## config.mk

```make
export PLATFORM = sky130hd
export DESIGN_NAME = plsc_bank
export DESIGN_NICKNAME = d
export VERILOG_FILES = /design/src/plsc_bank.v /design/src/plsc_ltck.v /design/src/plsc_sync.v
export VERILOG_INCLUDE_DIRS = /design/src
export SDC_FILE = /design/constraint.sdc
export NUM_CORES = 1
export LEC_CHECK = 0
export ABC_CLOCK_PERIOD_IN_PS = 3400
export BUFFER_PORTS_ARGS = -buffer_cell sky130_fd_sc_hd__buf_2
export CAP_MARGIN = 15
export CORE_MARGIN = 1.5
export CORE_UTILIZATION = 50
export CTS_BUF_LIST = sky130_fd_sc_hd__clkbuf_2 sky130_fd_sc_hd__clkbuf_4 sky130_fd_sc_hd__clkbuf_8
export DETAILED_ROUTE_END_ITERATION = 10
export HOLD_SLACK_MARGIN = 0.02
export PLACE_DENSITY_LB_ADDON = 0.2
export SYNTH_ARGS = -nofsm -noshare
export SYNTH_HDL_FRONTEND = slang
export SYNTH_SLANG_ARGS = --single-unit
```

## constraint.sdc

```tcl
create_clock -name core_clk -period 3.4 [get_ports core_clk]
set_input_delay 0.34 -clock core_clk [delete_from_list [all_inputs] [get_ports core_clk]]
set_output_delay 0.34 -clock core_clk [all_outputs]
set_load 0.01 [all_outputs]
```

## src/plsc_consts.vh

```
// constants for the limit and status command bank
`ifndef PLSC_CONSTS_VH
`define PLSC_CONSTS_VH
`define PLSC_CMD_VIN_ON 8'h35
`define PLSC_CMD_VIN_OFF 8'h36
`define PLSC_CMD_VOUT_OVF 8'h40
`define PLSC_CMD_VOUT_OVF_ACT 8'h41
`define PLSC_CMD_VOUT_OVW 8'h42
`define PLSC_CMD_IOUT_OCF 8'h46
`define PLSC_CMD_IOUT_OCF_ACT 8'h47
`define PLSC_CMD_IOUT_OCW 8'h4A
`define PLSC_CMD_OTF 8'h4F
`define PLSC_CMD_OTF_ACT 8'h50
`define PLSC_CMD_OTW 8'h51
`define PLSC_CMD_VIN_OVF 8'h55
`define PLSC_CMD_VIN_OVF_ACT 8'h56
`define PLSC_CMD_PG_ON 8'h5E
`define PLSC_CMD_PG_OFF 8'h5F
`define PLSC_CMD_TON_WAIT 8'h60
`define PLSC_CMD_TON_RAMP 8'h61
`define PLSC_CMD_SUMMARY 8'h79
`define PLSC_CMD_VOUT_COND 8'h7A
`define PLSC_CMD_IOUT_COND 8'h7B
// linear11 exponents, 5-bit two's complement
`define PLSC_EXP_M3 5'h1D
`define PLSC_EXP_M4 5'h1C
`define PLSC_EXP_M2 5'h1E
`define PLSC_EXP_M1 5'h1F
// reset values, linear words (vout words are 16-bit mantissa, exp -12)
`define PLSC_RST_VIN_ON 16'hE918
`define PLSC_RST_VIN_OFF 16'hE908
`define PLSC_RST_VOUT_OVF 16'hF000
`define PLSC_RST_VOUT_OVW 16'hE000
`define PLSC_RST_IOUT_OCF 16'hE350
`define PLSC_RST_IOUT_OCW 16'hE2F0
`define PLSC_RST_OTF 16'hF1F4
`define PLSC_RST_OTW 16'hF190
`define PLSC_RST_VIN_OVF 16'hEB20
`define PLSC_RST_PG_ON 16'hB000
`define PLSC_RST_PG_OFF 16'h9000
`define PLSC_RST_TON_WAIT 16'hF828
`define PLSC_RST_TON_RAMP 16'hF83C
`define PLSC_RST_OVF_ACT 8'hB8
`define PLSC_RST_OCF_ACT 8'hF8
`define PLSC_RST_OTF_ACT 8'hB8
`define PLSC_RST_VINF_ACT 8'hF8
// mantissa ranges
`define PLSC_MIN_VIN_ON 11'h108
`define PLSC_MAX_VIN_ON 11'h120
`define PLSC_MIN_VIN_OFF 11'h0F8
`define PLSC_MAX_VIN_OFF 11'h110
`define PLSC_MIN_IOUT 11'h210
`define PLSC_MAX_IOUT 11'h370
`define PLSC_MIN_TEMP 11'h064
`define PLSC_MAX_TEMP 11'h21C
`define PLSC_MIN_VIN_OVF 11'h180
`define PLSC_MAX_VIN_OVF 11'h320
`define PLSC_MIN_TON_WAIT 11'h028
`define PLSC_MAX_TON_WAIT 11'h3E8
`define PLSC_MIN_TON_RAMP 11'h01E
`define PLSC_MAX_TON_RAMP 11'h3E8
`define PLSC_MIN_VOUT_OV 16'hB000
`define PLSC_MAX_VOUT_OV 16'hFE66
`define PLSC_MIN_VOUT_PG 16'h8000
`define PLSC_MAX_VOUT_PG 16'hD333
// condition bit positions
`define PLSC_VC_OVF 7
`define PLSC_VC_OVW 6
`define PLSC_IC_OCF 7
`define PLSC_IC_OCW 5
`define PLSC_SW_VOUT 15
`define PLSC_SW_IOUT 14
`define PLSC_SW_INPUT 13
`define PLSC_SW_PGN 11
`define PLSC_SW_OFF 6
`define PLSC_SW_VOV 5
`define PLSC_SW_IOC 4
`define PLSC_SW_VUV 3
`define PLSC_SW_TEMP 2
// timing: 0.5 ms at 100 MHz in core_clk cycles; ms period per lsb of time words is 0.5 ms
`define PLSC_CLK_MHZ 100
`define PLSC_HALF_MS_US 500
`define PLSC_HALF_MS_CYC 16'hC350
`endif

```

## src/plsc_bank.v

```verilog
// limit, response and status command bank with a word and byte command port
// Overview of operation
// - input turn-on threshold word, exp -3, 33-36
// - input turn-off threshold word, exp -3, 31-34
// - output overvoltage fault word, exp -12, 15
// - output overvoltage warn word, default 14
// - overvoltage response reads fixed 0xB8
// - overcurrent fault word, exp -4, 33-55
// - overcurrent response reads fixed 0xF8
// - current warn word, exp -4, 47
// - overtemperature fault word, exp -2, 125
// - overtemperature response reads fixed 0xB8
// - temperature warn word, 100, 25-135
// - input overvoltage fault word, 48-100
// - input overvoltage response reads fixed 0xF8
// - power good sets at assert level
// - power good clears at negate level
// - wait turn-on delay before ramp
// - ramp output over rise time
// - summary word reports all conditions
// - output voltage condition byte, read/write
// - output current condition byte, read/write
// - linear11 words: 11-bit mantissa, 5-bit exponent
// - output voltage words: 16-bit unsigned, exp -12
// - fixed exponent per command
`timescale 1ns/10ps
`include "plsc_consts.vh"
module plsc_bank (
	core_clk,
	reset_n,
	cmd_wr,
	cmd_rd,
	cmd_code,
	cmd_wdata,
	cmd_word,
	vout_meas,
	iout_meas,
	temp_meas,
	vin_meas,
	start_req,
	tick_in,
	cmd_rdata,
	cmd_ack,
	cmd_rej,
	pgood,
	ramp_active,
	ramp_target_frac
);
	input wire core_clk;
	input wire reset_n;
	input wire cmd_wr;
	input wire cmd_rd;
	input wire [7:0] cmd_code;
	input wire [15:0] cmd_wdata;
	input wire cmd_word;
	input wire [15:0] vout_meas;
	input wire [10:0] iout_meas;
	input wire [10:0] temp_meas;
	input wire [10:0] vin_meas;
	input wire start_req;
	input wire tick_in;
	output reg [15:0] cmd_rdata;
	output reg cmd_ack;
	output reg cmd_rej;
	output reg pgood;
	output reg ramp_active;
	output reg [9:0] ramp_target_frac;

	localparam ST_IDLE = 2'h0;
	localparam ST_WAIT = 2'h1;
	localparam ST_RAMP = 2'h2;
	localparam ST_ON = 2'h3;
	localparam [15:0] HALF_MS_CYC = `PLSC_HALF_MS_CYC;

	reg [15:0] vin_on_r, vin_off_r, vout_ovf_r, vout_ovw_r, iout_ocf_r, iout_ocw_r;
	reg [15:0] otf_r, otw_r, vin_ovf_r, pg_on_r, pg_off_r, ton_wait_r, ton_ramp_r;
	reg [7:0] vout_cond_r, iout_cond_r;
	reg temp_ovf_r, temp_ovw_r, vin_ov_r, vin_uv_r;
	reg [1:0] state_r;
	reg [15:0] half_ms_cnt_r;
	reg [10:0] time_cnt_r;
	reg start_d_r, tick_d_r;
	wire start_s, tick_s;

	wire ok_vin_on, ok_vin_off, ok_iout, ok_temp, ok_vin_ovf, ok_wait, ok_ramp;
	// external pins cross into core_clk through two flops
	plsc_sync u_sync_start (.core_clk(core_clk), .reset_n(reset_n), .din(start_req), .dout(start_s));
	plsc_sync u_sync_tick (.core_clk(core_clk), .reset_n(reset_n), .din(tick_in), .dout(tick_s));

	plsc_ltck #(.EXP(`PLSC_EXP_M3), .MIN(`PLSC_MIN_VIN_ON), .MAX(`PLSC_MAX_VIN_ON))
		u_ck_von (.word(cmd_wdata), .ok(ok_vin_on));
	plsc_ltck #(.EXP(`PLSC_EXP_M3), .MIN(`PLSC_MIN_VIN_OFF), .MAX(`PLSC_MAX_VIN_OFF))
		u_ck_voff (.word(cmd_wdata), .ok(ok_vin_off));
	plsc_ltck #(.EXP(`PLSC_EXP_M4), .MIN(`PLSC_MIN_IOUT), .MAX(`PLSC_MAX_IOUT))
		u_ck_iout (.word(cmd_wdata), .ok(ok_iout));
	plsc_ltck #(.EXP(`PLSC_EXP_M2), .MIN(`PLSC_MIN_TEMP), .MAX(`PLSC_MAX_TEMP))
		u_ck_temp (.word(cmd_wdata), .ok(ok_temp));
	plsc_ltck #(.EXP(`PLSC_EXP_M3), .MIN(`PLSC_MIN_VIN_OVF), .MAX(`PLSC_MAX_VIN_OVF))
		u_ck_vinov (.word(cmd_wdata), .ok(ok_vin_ovf));
	plsc_ltck #(.EXP(`PLSC_EXP_M1), .MIN(`PLSC_MIN_TON_WAIT), .MAX(`PLSC_MAX_TON_WAIT))
		u_ck_wait (.word(cmd_wdata), .ok(ok_wait));
	plsc_ltck #(.EXP(`PLSC_EXP_M1), .MIN(`PLSC_MIN_TON_RAMP), .MAX(`PLSC_MAX_TON_RAMP))
		u_ck_ramp (.word(cmd_wdata), .ok(ok_ramp));

	// output voltage words are plain unsigned mantissas
	wire ok_vout_ov = (cmd_wdata >= `PLSC_MIN_VOUT_OV) && (cmd_wdata <= `PLSC_MAX_VOUT_OV);
	wire ok_vout_pg = (cmd_wdata >= `PLSC_MIN_VOUT_PG) && (cmd_wdata <= `PLSC_MAX_VOUT_PG);

	// live conditions; measurements share the exponent of their limit word
	wire ovf_now = vout_meas >= vout_ovf_r;
	wire ovw_now = vout_meas >= vout_ovw_r;
	wire ocf_now = iout_meas >= iout_ocf_r[10:0];
	wire ocw_now = iout_meas >= iout_ocw_r[10:0];
	wire otf_now = temp_meas >= otf_r[10:0];
	wire otw_now = temp_meas >= otw_r[10:0];
	wire vinov_now = vin_meas >= vin_ovf_r[10:0];
	wire vinuv_now = vin_meas <= vin_off_r[10:0];

	reg is_word_cmd, is_byte_cmd, legal_wr;
	always @* begin
		is_word_cmd = 1'b0;
		is_byte_cmd = 1'b0;
		legal_wr = 1'b0;
		case (cmd_code)
			`PLSC_CMD_VIN_ON: begin
				is_word_cmd = 1'b1;
				legal_wr = ok_vin_on;
			end
			`PLSC_CMD_VIN_OFF: begin
				is_word_cmd = 1'b1;
				legal_wr = ok_vin_off;
			end
			`PLSC_CMD_VOUT_OVF, `PLSC_CMD_VOUT_OVW: begin
				is_word_cmd = 1'b1;
				legal_wr = ok_vout_ov;
			end
			`PLSC_CMD_IOUT_OCF, `PLSC_CMD_IOUT_OCW: begin
				is_word_cmd = 1'b1;
				legal_wr = ok_iout;
			end
			`PLSC_CMD_OTF, `PLSC_CMD_OTW: begin
				is_word_cmd = 1'b1;
				legal_wr = ok_temp;
			end
			`PLSC_CMD_VIN_OVF: begin
				is_word_cmd = 1'b1;
				legal_wr = ok_vin_ovf;
			end
			`PLSC_CMD_PG_ON, `PLSC_CMD_PG_OFF: begin
				is_word_cmd = 1'b1;
				legal_wr = ok_vout_pg;
			end
			`PLSC_CMD_TON_WAIT: begin
				is_word_cmd = 1'b1;
				legal_wr = ok_wait;
			end
			`PLSC_CMD_TON_RAMP: begin
				is_word_cmd = 1'b1;
				legal_wr = ok_ramp;
			end
			`PLSC_CMD_SUMMARY: is_word_cmd = 1'b1;
			`PLSC_CMD_VOUT_COND, `PLSC_CMD_IOUT_COND: begin
				is_byte_cmd = 1'b1;
				legal_wr = 1'b1;
			end
			`PLSC_CMD_VOUT_OVF_ACT, `PLSC_CMD_IOUT_OCF_ACT, `PLSC_CMD_OTF_ACT, `PLSC_CMD_VIN_OVF_ACT:
				is_byte_cmd = 1'b1;
			default: begin
				is_word_cmd = 1'b0;
			end
		endcase
	end

	// writes need the right transfer width; limits outside range keep the old value
	wire wr_ok = cmd_wr && legal_wr && ((is_word_cmd && cmd_word) || (is_byte_cmd && !cmd_word));
	wire wr_lim = wr_ok && is_word_cmd;
	wire clr_vc = wr_ok && (cmd_code == `PLSC_CMD_VOUT_COND);
	wire clr_ic = wr_ok && (cmd_code == `PLSC_CMD_IOUT_COND);

	always @(posedge core_clk or negedge reset_n) begin
		if (!reset_n) begin
			vin_on_r <= `PLSC_RST_VIN_ON;
			vin_off_r <= `PLSC_RST_VIN_OFF;
			vout_ovf_r <= `PLSC_RST_VOUT_OVF;
			vout_ovw_r <= `PLSC_RST_VOUT_OVW;
			iout_ocf_r <= `PLSC_RST_IOUT_OCF;
			iout_ocw_r <= `PLSC_RST_IOUT_OCW;
			otf_r <= `PLSC_RST_OTF;
			otw_r <= `PLSC_RST_OTW;
			vin_ovf_r <= `PLSC_RST_VIN_OVF;
			pg_on_r <= `PLSC_RST_PG_ON;
			pg_off_r <= `PLSC_RST_PG_OFF;
			ton_wait_r <= `PLSC_RST_TON_WAIT;
			ton_ramp_r <= `PLSC_RST_TON_RAMP;
		end else if (wr_lim) begin
			case (cmd_code)
				`PLSC_CMD_VIN_ON: vin_on_r <= cmd_wdata;
				`PLSC_CMD_VIN_OFF: vin_off_r <= cmd_wdata;
				`PLSC_CMD_VOUT_OVF: vout_ovf_r <= cmd_wdata;
				`PLSC_CMD_VOUT_OVW: vout_ovw_r <= cmd_wdata;
				`PLSC_CMD_IOUT_OCF: iout_ocf_r <= cmd_wdata;
				`PLSC_CMD_IOUT_OCW: iout_ocw_r <= cmd_wdata;
				`PLSC_CMD_OTF: otf_r <= cmd_wdata;
				`PLSC_CMD_OTW: otw_r <= cmd_wdata;
				`PLSC_CMD_VIN_OVF: vin_ovf_r <= cmd_wdata;
				`PLSC_CMD_PG_ON: pg_on_r <= cmd_wdata;
				`PLSC_CMD_PG_OFF: pg_off_r <= cmd_wdata;
				`PLSC_CMD_TON_WAIT: ton_wait_r <= cmd_wdata;
				`PLSC_CMD_TON_RAMP: ton_ramp_r <= cmd_wdata;
				default: vin_on_r <= vin_on_r;
			endcase
		end
	end

	// sticky conditions: a write of 1 clears a vout or iout condition bit, a live condition wins over the clear; temperature and input bits clear only on reset
	always @(posedge core_clk or negedge reset_n) begin
		if (!reset_n) begin
			vout_cond_r <= 8'h00;
			iout_cond_r <= 8'h00;
			temp_ovf_r <= 1'b0;
			temp_ovw_r <= 1'b0;
			vin_ov_r <= 1'b0;
			vin_uv_r <= 1'b0;
		end else begin
			vout_cond_r <= (vout_cond_r & ~(clr_vc ? cmd_wdata[7:0] : 8'h00))
				| ({ovf_now, ovw_now, 6'h00});
			iout_cond_r <= (iout_cond_r & ~(clr_ic ? cmd_wdata[7:0] : 8'h00))
				| ({ocf_now, 1'b0, ocw_now, 5'h00});
			temp_ovf_r <= temp_ovf_r | otf_now;
			temp_ovw_r <= temp_ovw_r | otw_now;
			vin_ov_r <= vin_ov_r | vinov_now;
			vin_uv_r <= vin_uv_r | vinuv_now;
		end
	end

	// power good with hysteresis between assert and negate levels
	always @(posedge core_clk or negedge reset_n) begin
		if (!reset_n) begin
			pgood <= 1'b0;
		end else if (state_r != ST_ON && state_r != ST_RAMP) begin
			pgood <= 1'b0;
		end else if (!pgood && vout_meas >= pg_on_r) begin
			pgood <= 1'b1;
		end else if (pgood && vout_meas <= pg_off_r) begin
			pgood <= 1'b0;
		end
	end

	// start sequence: wait, then ramp; times count in half-ms units of the core clock
	wire half_ms = (half_ms_cnt_r == HALF_MS_CYC - 16'h0001);
	wire tick_rise = tick_s & ~tick_d_r;
	// start only when input is at or above the turn-on level and no input overvoltage holds
	wire start_ok = start_s && !start_d_r && (vin_meas >= vin_on_r[10:0]) && !vinov_now;
	always @(posedge core_clk or negedge reset_n) begin
		if (!reset_n) begin
			state_r <= ST_IDLE;
			half_ms_cnt_r <= 16'h0000;
			time_cnt_r <= 11'h000;
			start_d_r <= 1'b0;
			tick_d_r <= 1'b0;
			ramp_active <= 1'b0;
			ramp_target_frac <= 10'h000;
		end else begin
			start_d_r <= start_s;
			tick_d_r <= tick_s;
			half_ms_cnt_r <= (half_ms || state_r == ST_IDLE || state_r == ST_ON) ? 16'h0000
				: half_ms_cnt_r + 16'h0001;
			case (state_r)
				ST_IDLE: begin
					ramp_active <= 1'b0;
					ramp_target_frac <= 10'h000;
					time_cnt_r <= 11'h000;
					if (start_ok)
						state_r <= ST_WAIT;
				end
				ST_WAIT: begin
					if (half_ms)
						time_cnt_r <= time_cnt_r + 11'h001;
					if (time_cnt_r >= ton_wait_r[10:0]) begin
						state_r <= ST_RAMP;
						time_cnt_r <= 11'h000;
						ramp_active <= 1'b1;
					end
				end
				ST_RAMP: begin
					if (half_ms)
						time_cnt_r <= time_cnt_r + 11'h001;
					ramp_target_frac <= time_cnt_r[9:0];
					if (time_cnt_r >= ton_ramp_r[10:0]) begin
						state_r <= ST_ON;
						ramp_active <= 1'b0;
						ramp_target_frac <= 10'h3FF;
					end
				end
				ST_ON: begin
					// a fault or input undervoltage drops the output back to idle
					if (ovf_now || ocf_now || otf_now || vinov_now || vinuv_now)
						state_r <= ST_IDLE;
				end
				default: state_r <= ST_IDLE;
			endcase
			if (tick_rise && state_r == ST_IDLE)
				time_cnt_r <= 11'h000;
		end
	end

	// summary word collects every class of condition
	reg [15:0] summary;
	always @* begin
		summary = 16'h0000;
		summary[`PLSC_SW_VOUT] = |vout_cond_r;
		summary[`PLSC_SW_IOUT] = |iout_cond_r;
		summary[`PLSC_SW_INPUT] = vin_ov_r | vin_uv_r;
		summary[`PLSC_SW_PGN] = !pgood;
		summary[`PLSC_SW_OFF] = (state_r == ST_IDLE);
		summary[`PLSC_SW_VOV] = vout_cond_r[`PLSC_VC_OVF];
		summary[`PLSC_SW_IOC] = iout_cond_r[`PLSC_IC_OCF];
		summary[`PLSC_SW_VUV] = vin_uv_r;
		summary[`PLSC_SW_TEMP] = temp_ovf_r | temp_ovw_r;
	end

	reg [15:0] rd_mux;
	always @* begin
		rd_mux = 16'h0000;
		case (cmd_code)
			`PLSC_CMD_VIN_ON: rd_mux = vin_on_r;
			`PLSC_CMD_VIN_OFF: rd_mux = vin_off_r;
			`PLSC_CMD_VOUT_OVF: rd_mux = vout_ovf_r;
			`PLSC_CMD_VOUT_OVF_ACT: rd_mux = {8'h00, `PLSC_RST_OVF_ACT};
			`PLSC_CMD_VOUT_OVW: rd_mux = vout_ovw_r;
			`PLSC_CMD_IOUT_OCF: rd_mux = iout_ocf_r;
			`PLSC_CMD_IOUT_OCF_ACT: rd_mux = {8'h00, `PLSC_RST_OCF_ACT};
			`PLSC_CMD_IOUT_OCW: rd_mux = iout_ocw_r;
			`PLSC_CMD_OTF: rd_mux = otf_r;
			`PLSC_CMD_OTF_ACT: rd_mux = {8'h00, `PLSC_RST_OTF_ACT};
			`PLSC_CMD_OTW: rd_mux = otw_r;
			`PLSC_CMD_VIN_OVF: rd_mux = vin_ovf_r;
			`PLSC_CMD_VIN_OVF_ACT: rd_mux = {8'h00, `PLSC_RST_VINF_ACT};
			`PLSC_CMD_PG_ON: rd_mux = pg_on_r;
			`PLSC_CMD_PG_OFF: rd_mux = pg_off_r;
			`PLSC_CMD_TON_WAIT: rd_mux = ton_wait_r;
			`PLSC_CMD_TON_RAMP: rd_mux = ton_ramp_r;
			`PLSC_CMD_SUMMARY: rd_mux = summary;
			`PLSC_CMD_VOUT_COND: rd_mux = {8'h00, vout_cond_r};
			`PLSC_CMD_IOUT_COND: rd_mux = {8'h00, iout_cond_r};
			default: rd_mux = 16'h0000;
		endcase
	end

	// ack one cycle after any accepted access; rej flags unknown codes and refused writes
	always @(posedge core_clk or negedge reset_n) begin
		if (!reset_n) begin
			cmd_rdata <= 16'h0000;
			cmd_ack <= 1'b0;
			cmd_rej <= 1'b0;
		end else begin
			cmd_ack <= (cmd_rd && (is_word_cmd || is_byte_cmd)) || wr_ok;
			cmd_rej <= (cmd_rd && !(is_word_cmd || is_byte_cmd)) || (cmd_wr && !wr_ok);
			if (cmd_rd)
				cmd_rdata <= rd_mux;
		end
	end
endmodule // plsc_bank

```

## src/plsc_ltck.v

```verilog
// range check of a linear word against a fixed exponent and mantissa window
`timescale 1ns/10ps
module plsc_ltck #(
	parameter [4:0] EXP = 5'h00,
	parameter [10:0] MIN = 11'h000,
	parameter [10:0] MAX = 11'h7FF
) (
	input wire [15:0] word,
	output wire ok
);
	// only the fixed exponent is accepted; mantissa compared unsigned as ranges are positive
	assign ok = (word[15:11] == EXP) && !word[10] && (word[10:0] >= MIN) && (word[10:0] <= MAX);
endmodule // plsc_ltck

```

## src/plsc_sync.v

```verilog
// two-flop synchroniser for one level
`timescale 1ns/10ps
module plsc_sync (
	input wire core_clk,
	input wire reset_n,
	input wire din,
	output reg dout
);
	reg meta_r;
	always @(posedge core_clk or negedge reset_n) begin
		if (!reset_n) begin
			meta_r <= 1'b0;
			dout <= 1'b0;
		end else begin
			meta_r <= din;
			dout <= meta_r;
		end
	end
endmodule // plsc_sync
```

==> results of run 1 <==
==> worst max-delay path: stages (launching register included) <==
cell and delay, ps:
dfrtp_1 380, inv_1 60, ha_1 290, a21o_1 180
a31oi_1 220, o21ai_0 190, a2111o_1 440, a221oi_1 510
o21ai_0 270, a221o_1 410
==> synth_stat cells (5+ instances only) <==
library cell | count | area share
a2111oi_0 | 9 | 0.0046
a211oi_1 | 10 | 0.0043
a21boi_0 | 13 | 0.0057
a21o_1 | 25 | 0.011
a21oi_1 | 58 | 0.017
a221oi_1 | 41 | 0.021
a22o_1 | 27 | 0.014
a22oi_1 | 24 | 0.010
a31oi_1 | 18 | 0.0065
a41oi_1 | 5 | 0.0025
and3_1 | 15 | 0.0054
and4_1 | 8 | 0.0041
buf_2 | 8 | 0.0023
clkbuf_1 | 56 | 0.012
dfrtp_1 | 213 | 0.31
dfstp_2 | 80 | 0.12
ha_1 | 170 | 0.12
inv_1 | 170 | 0.037
mux2_1 | 18 | 0.012
mux2_2 | 88 | 0.057
mux2i_1 | 53 | 0.031
nand2_1 | 75 | 0.016
nand2b_1 | 35 | 0.013
nand3_1 | 24 | 0.0070
nand4_1 | 20 | 0.0072
nor2_1 | 89 | 0.019
nor2b_1 | 21 | 0.0076
nor3_1 | 18 | 0.0052
nor4_1 | 13 | 0.0047
nor4_4 | 6 | 0.0074
o2111ai_1 | 5 | 0.0025
o211ai_1 | 12 | 0.0052
o21a_1 | 8 | 0.0035
o21ai_0 | 53 | 0.015
o31ai_1 | 5 | 0.0022
or2_2 | 42 | 0.015
or3_1 | 8 | 0.0029
xnor2_1 | 7 | 0.0035
xor2_1 | 7 | 0.0035
==> metrics by stage <==
step                      power (mW)  hold WS, ps  setup slack (ps)  std cells
after floorplan                3.839        44.41             183.9       1645
after global placement         4.152        333.6             237.6       2202
after detailed placement       4.166        337.1             211.9       2202
after CTS                      7.611        64.94             366.5       2300
after global routing           7.826        95.30             328.5       2300
final                          7.566        101.0             317.9       2301
==> worst min path at each step <==
| stage | slack [ps] | endpoint | depth (start not counted) |
|---|---|---|---|
| finish | 100 | cmd_rej | 2 |
| detailed placement | 340 | u_sync_tick.dout | 0 |
| CTS | 60 | cmd_rej | 2 |
| floorplan | 40 | cmd_ack | 0 |
| global placement | 330 | u_sync_tick.dout | 0 |
| global route | 100 | cmd_rej | 2 |
==> metal layers <==
metal / wire (um) / up-vias / track usage / share of wire
met1: 23100 / 6941 / 0.4163 / 0.42
li1: - / 6304 / - / -
met4: 2270 / 0 / 0.1264 / 0.041
met2: 25290 / 585 / 0.4959 / 0.46
met5: 0 / - / 0 / 0
met3: 4420 / 134 / 0.05950 / 0.080
==> logic make-up after synthesis <==
group | count (synthesis) | synth area share
XOR/XNOR | 14 | 0.007100
AO/OA/AOI/OAI | 354 | 0.1481
adder cells (fa/ha/maj) | 170 | 0.1232
buffers and inverters | 247 | 0.05687
AND/OR/NAND/NOR | 408 | 0.1347
flip-flops | 293 | 0.4303
multiplexers | 159 | 0.09983
==> cell usage in the layout (no fill, tap or decap), types with 58 or more instances in the layout <==
cell type / Yosys / layout
buf_2: 8 / 108
dfrtp_1: 213 / 213
clkbuf_8: 0 / 67
inv_1: 170 / 170
buf_4: 4 / 66
mux2_2: 88 / 88
nand2_1: 75 / 75
a21oi_1: 58 / 58
ha_1: 170 / 170
dfstp_2: 80 / 80
nor2_1: 89 / 89
==> power by group through the flow <==
stage	clock network [mW]	logic (mW)	registers, mW
2_1_floorplan	0	0.251	3.59
3_3_place_gp	0	0.565	3.59
3_5_place_dp	0	0.578	3.59
4_1_cts	3.50	0.584	3.53
5_1_grt	3.66	0.642	3.53
6_report	3.45	0.585	3.53
==> layout make-up <==
type	count	area share
clock buffers	84	0.05271
repair buffers	188	0.06433
diodes	1	0.0001256
inverters	171	0.03223
multi-input cells	1105	0.4460
clock inverters	11	0.003267
flip-flops and latches	293	0.3732
well taps	448	0.02814
==> flow_summary.toml, run 1 <==
[die]
die_w_um = 188.9
rows = 67
start_util = 0.5112
die_area_um2 = 35670
core_um2 = 33780
ios = 110
die_h_um = 188.9

[yosys]
synth_seq_cells = 293
synth_nets = 1895
synth_ff_type = "dfrtp_1"
syn_inst = 1645
async_reset_ff_frac = 1.000
yosys.cell_types.count = 80
ys_seq_area_frac = 0.4303
yosys_warnings = 0
syn_area_per_cell_um2 = 10.50
synth_enable_flop_cells = 0
netlist_area_um2 = 17270

[hold_path]
min_path_type = "primary input to flop"
hp-start = "cmd_wr"

[pwr]
p_sw_mw = 1.900
pwr-share-clk = 0.456
pwr-share-seq = 0.466
pwr-share-comb = 0.077
swShare = 0.2511
p_int_mw = 5.666
pwr_density_cell_nw_per_um2 = 379.9
power.leakage_nw = 9.445
ir_drop_mv = 0.2855

[flow_run]
maxCapViolations = 0

[grt]
grt_max_degree = 88
grt_pass1_vias = 13930
gr-usage-all-layers = 0.3106
antenna_found_initial = 1
grt-ovfl-total = 0
grt_pass1_wl_um = 83500

[sta]
post-route-min-period_ps = 3082
slew-limit-headroom = 0.4579
slew_violations = 0
rsz0062_at_grt = "false"
fmax_mhz = 324.5
timing.final.crit_share = 0.9065
setup_tns_ps = 0
final.setup_skew_ps = 22.54
worst_slew_pin_slew_ps = 792.6
hold_viol_final = 0
setup_violations = 0

[cells_and_area]
layout-drive-gt1-share = 0.2786
regArea_um2 = 7432
multi_input_area_um2 = 8884
fin_util = 0.5895
finish.instance_area_um2 = 19920
area_delta_synth_final_pct = 15.31
nets = 2060
fillers = 2942

[clocking]
clock_path_buffers = 3
hold_buffers = 3
cts_tree = "yes"
cts_resized = 0
path_clk_slew_ps = 70
post-cts-setup-buffer-count = 0
numCtsBuffers = 51
htreeDepth = 2
clk_latency_ps = 600
clkSinkCount = 293
clk_root_buffer_cell = "clkbuf_8"

[setup_path]
r2r-start = "vout_ovw_r[2]"
end_kind = "flop"
startpoint_type = "flop"
arrival_ps = 3550
setup.worst_path.end = "vout_cond_r[6]"
crit_start = "vout_ovw_r[2]"
r2r-end = "vout_cond_r[6]"
critPathMaxFanout = 3
rrSetupSlack_ps = 320
reg2reg_depth = 9
criticalPathCategory = "flop to flop"
worstPathRequired_ps = 3860

[place]
gp_congestion = 0.9555
port_buffers = 109
hpwl_um = 41850
dpl_cell_area_um2 = 18770

[route]
routedWlPerCell_um = 23.94
vias = 13960
ant_nets = 0
drt-total-wl_um = 55080
via_per_inst = 6.069
drcViolationCount = 0
first_iter_violations = 1212
first_pass_iters = 5

[status]
status = "finished clean"
Note: power is estimated with default switching activity, not from simulation.
==> run 2: changes to the inputs <==
Settings changed: SYNTH_HIERARCHICAL from default to 1.
==> run 2 against run 1 <==
Against the previous run: the run now ends with design-rule violations left; design area is 4.2% higher; clock power is 11% higher; fmax is 6.8% lower; highest routed layer is now met5.
==> flow_summary.toml, run 2 <==
[clocking]
clk_root_buffer_cell = "clkbuf_8"
clk_latency_ps = 610
path_clk_slew_ps = 70
post-cts-setup-buffer-count = 0
htreeDepth = 2
clkSinkCount = 293
clock_path_buffers = 3
numCtsBuffers = 52
cts_tree = "yes"

[route]
drcViolationCount = 10
via_per_inst = 6.204
top_layer = "met5"
routedWlPerCell_um = 24.58
first_iter_violations = 1305
ant_nets = 0
wl_met1_um = 24920
route.met3.wl_um = 4539
first_pass_iters = 9
vias = 14500
drt-total-wl_um = 57460
dr_wl_met2_um = 25610

[place]
port_buffers = 109
place_inst = 2235
gp_congestion = 0.9217
hpwl_um = 42580

[hold_path]
holdPathEnd = "temp_ovw_r"
min_path_type = "primary input to flop"
hp-start = "temp_meas[10]"
hold_depth = 4

[cells_and_area]
layout_common_cells = "dfrtp_1, inv_1, ha_1"
layout_commonest_cell = "dfrtp_1"
multi_input_area_um2 = 9743
layout-drive-gt1-share = 0.3056
fin_cells = 2338
nets = 2081
fillers = 3077
fin_util = 0.5819
area_delta_synth_final_pct = 14.20
regArea_um2 = 7432

[pwr]
power.leakage_nw = 9.652
ir_drop_mv = 0.2557
pwr_density_cell_nw_per_um2 = 431.4
p_total_mw = 8.949

[die]
rows = 69
core_um2 = 35660
die_w_um = 193.6
die_area_um2 = 37480
ios = 110
start_util = 0.5095
die_h_um = 193.6

[yosys]
syn_area_per_cell_um2 = 10.84
netlist_area_um2 = 18170
muxShareOfSynthArea = 0.1516
ys_seq_area_frac = 0.4091
synth.most_common_cell = "dfrtp_1"
synth_top_area_cell = "dfrtp_1"
synth_top_family_by_area = "multiplexers"
async_reset_ff_frac = 1.000
synth_compound_area_frac = 0.1373
synthTopCellsByCount = "dfrtp_1, inv_1, ha_1"
synth_top_area_share = 0.2934
synth_fa_ha_area_frac = 0.1171
synth_nets = 1926
yosys-top-cells-area = "dfrtp_1, ha_1, dfstp_2, mux2_2, mux2_4"
syn_inst = 1676
yosys_warnings = 6
synth_seq_cells = 293
synth_ff_type = "dfrtp_1"
synthXorXnorAreaFrac = 0.006750
synth_enable_flop_cells = 0
yosys.cell_types.count = 85
synth-simple-area-share = 0.1222

[sta]
timing.final.crit_share = 0.9723
setup_tns_ps = 0
worst_slew_pin_slew_ps = 949.8
post-route-min-period_ps = 3306
final.setup_skew_ps = 32.42
hold_viol_final = 0
slew-limit-headroom = 0.3601
setup_violations = 0
slew_violations = 0
timing.hold.ws_ps = 110.0
fmax_mhz = 302.5
rsz0062_at_grt = "false"

[grt]
grt_max_degree = 84
grt_pass1_vias = 14540
grt_pass1_wl_um = 88160
gr-usage-all-layers = 0.3078
antenna_found_initial = 4
grt-ovfl-total = 0

[status]
status = "finished, violations left"
violations = "design-rule violations"

[flow_run]
maxCapViolations = 0

[setup_path]
reg2reg_depth = 9
startpoint_type = "flop"
crit_start = "vout_ovf_r[2]"
cp_slowest_cell = "o21ai_0"
worstPathRequired_ps = 3870
r2r-end = "state_r[1]"
r2r-start = "vout_ovf_r[2]"
slowest_delay_ps = 770
arrival_ps = 3780
end_kind = "flop"
crit_chain = "inv_1 -> ha_1 -> nand2_1 -> o21ai_0 -> a31oi_1 -> o21ai_0 -> nor3b_1 -> a221oi_1 -> mux2_2"
rrSetupSlack_ps = 90
cp_common_cell = "o21ai_0"
criticalPathCategory = "flop to flop"
critPathMaxFanout = 3
[run 2: worst max path at each step]
stage | endpoint | slack, ps | cells past startpoint
floorplan | vin_on_r[0] | 690 | 10
global placement | vin_ovf_r[2] | 180 | 13
detailed placement | vin_ovf_r[2] | 170 | 13
CTS | state_r[1] | 150 | 9
global route | state_r[1] | 40 | 9
finish | state_r[1] | 90 | 9
[run 2: power by group]
part / total, mW / switching, mW / internal [mW]
clock: 3.83 / 1.56 / 2.27
combinational: 1.42 / 0.912 / 0.510
sequential: 3.69 / 0.0830 / 3.61
total: 8.95 / 2.56 / 6.39
[run 2: what timing repair did]
| item | 4_1_cts | 5_1_grt |
|---|---|---|
| gates resized for setup | 0 | 0 |
| hold buffers | 3 | 0 |
| hold endpoints to repair | 61 | 0 |
[run 2: final cells by class]
type | count | share of cell area
clock buffer | 85 | 0.05096
multi-input combinational | 1141 | 0.4696
clock inverter | 13 | 0.008383
timing repair buffer | 170 | 0.05343
inverter | 173 | 0.03130
sequential | 293 | 0.3582
tap | 461 | 0.02780
antenna | 2 | 0.0002412
[run 2: kinds of logic (layout without fill, tap and decap cells)]
| family | count (synthesis) | in the layout |
|---|---|---|
| and+or+nand+nor | 378 | 378 |
| buffers and inverters | 242 | 441 |
| xor gates and xnor gates | 14 | 14 |
| AOI/OAI and AO/OA | 355 | 355 |
| DFF | 293 | 293 |
| other | 0 | 2 |
| muxes | 224 | 224 |
| adders and majority gates | 170 | 170 |
[run 2: stage by stage]
step | setup WS (ps) | instance area (um2)
final | 94.09 | 20750
after floorplan | 692.4 | 18170
after global routing | 44.52 | 20740
after CTS | 152.2 | 20740
after global placement | 176.4 | 19480
after detailed placement | 168.0 | 19480
[run 2: critical path, delay by kind of cell (launching register included)]
kind | cells | cell delay [ps]
compound gates | 4 | 1670
fa+ha+maj | 1 | 300
flops | 1 | 470
buf+inv | 1 | 70
simple gates | 2 | 280
mux | 1 | 380
[run 2: metal layers]
layer	track usage	vias to the layer above
met5	0	-
met4	0.1269	2
met3	0.06036	150
met2	0.4777	653
met1	0.4225	7212
li1	-	6487
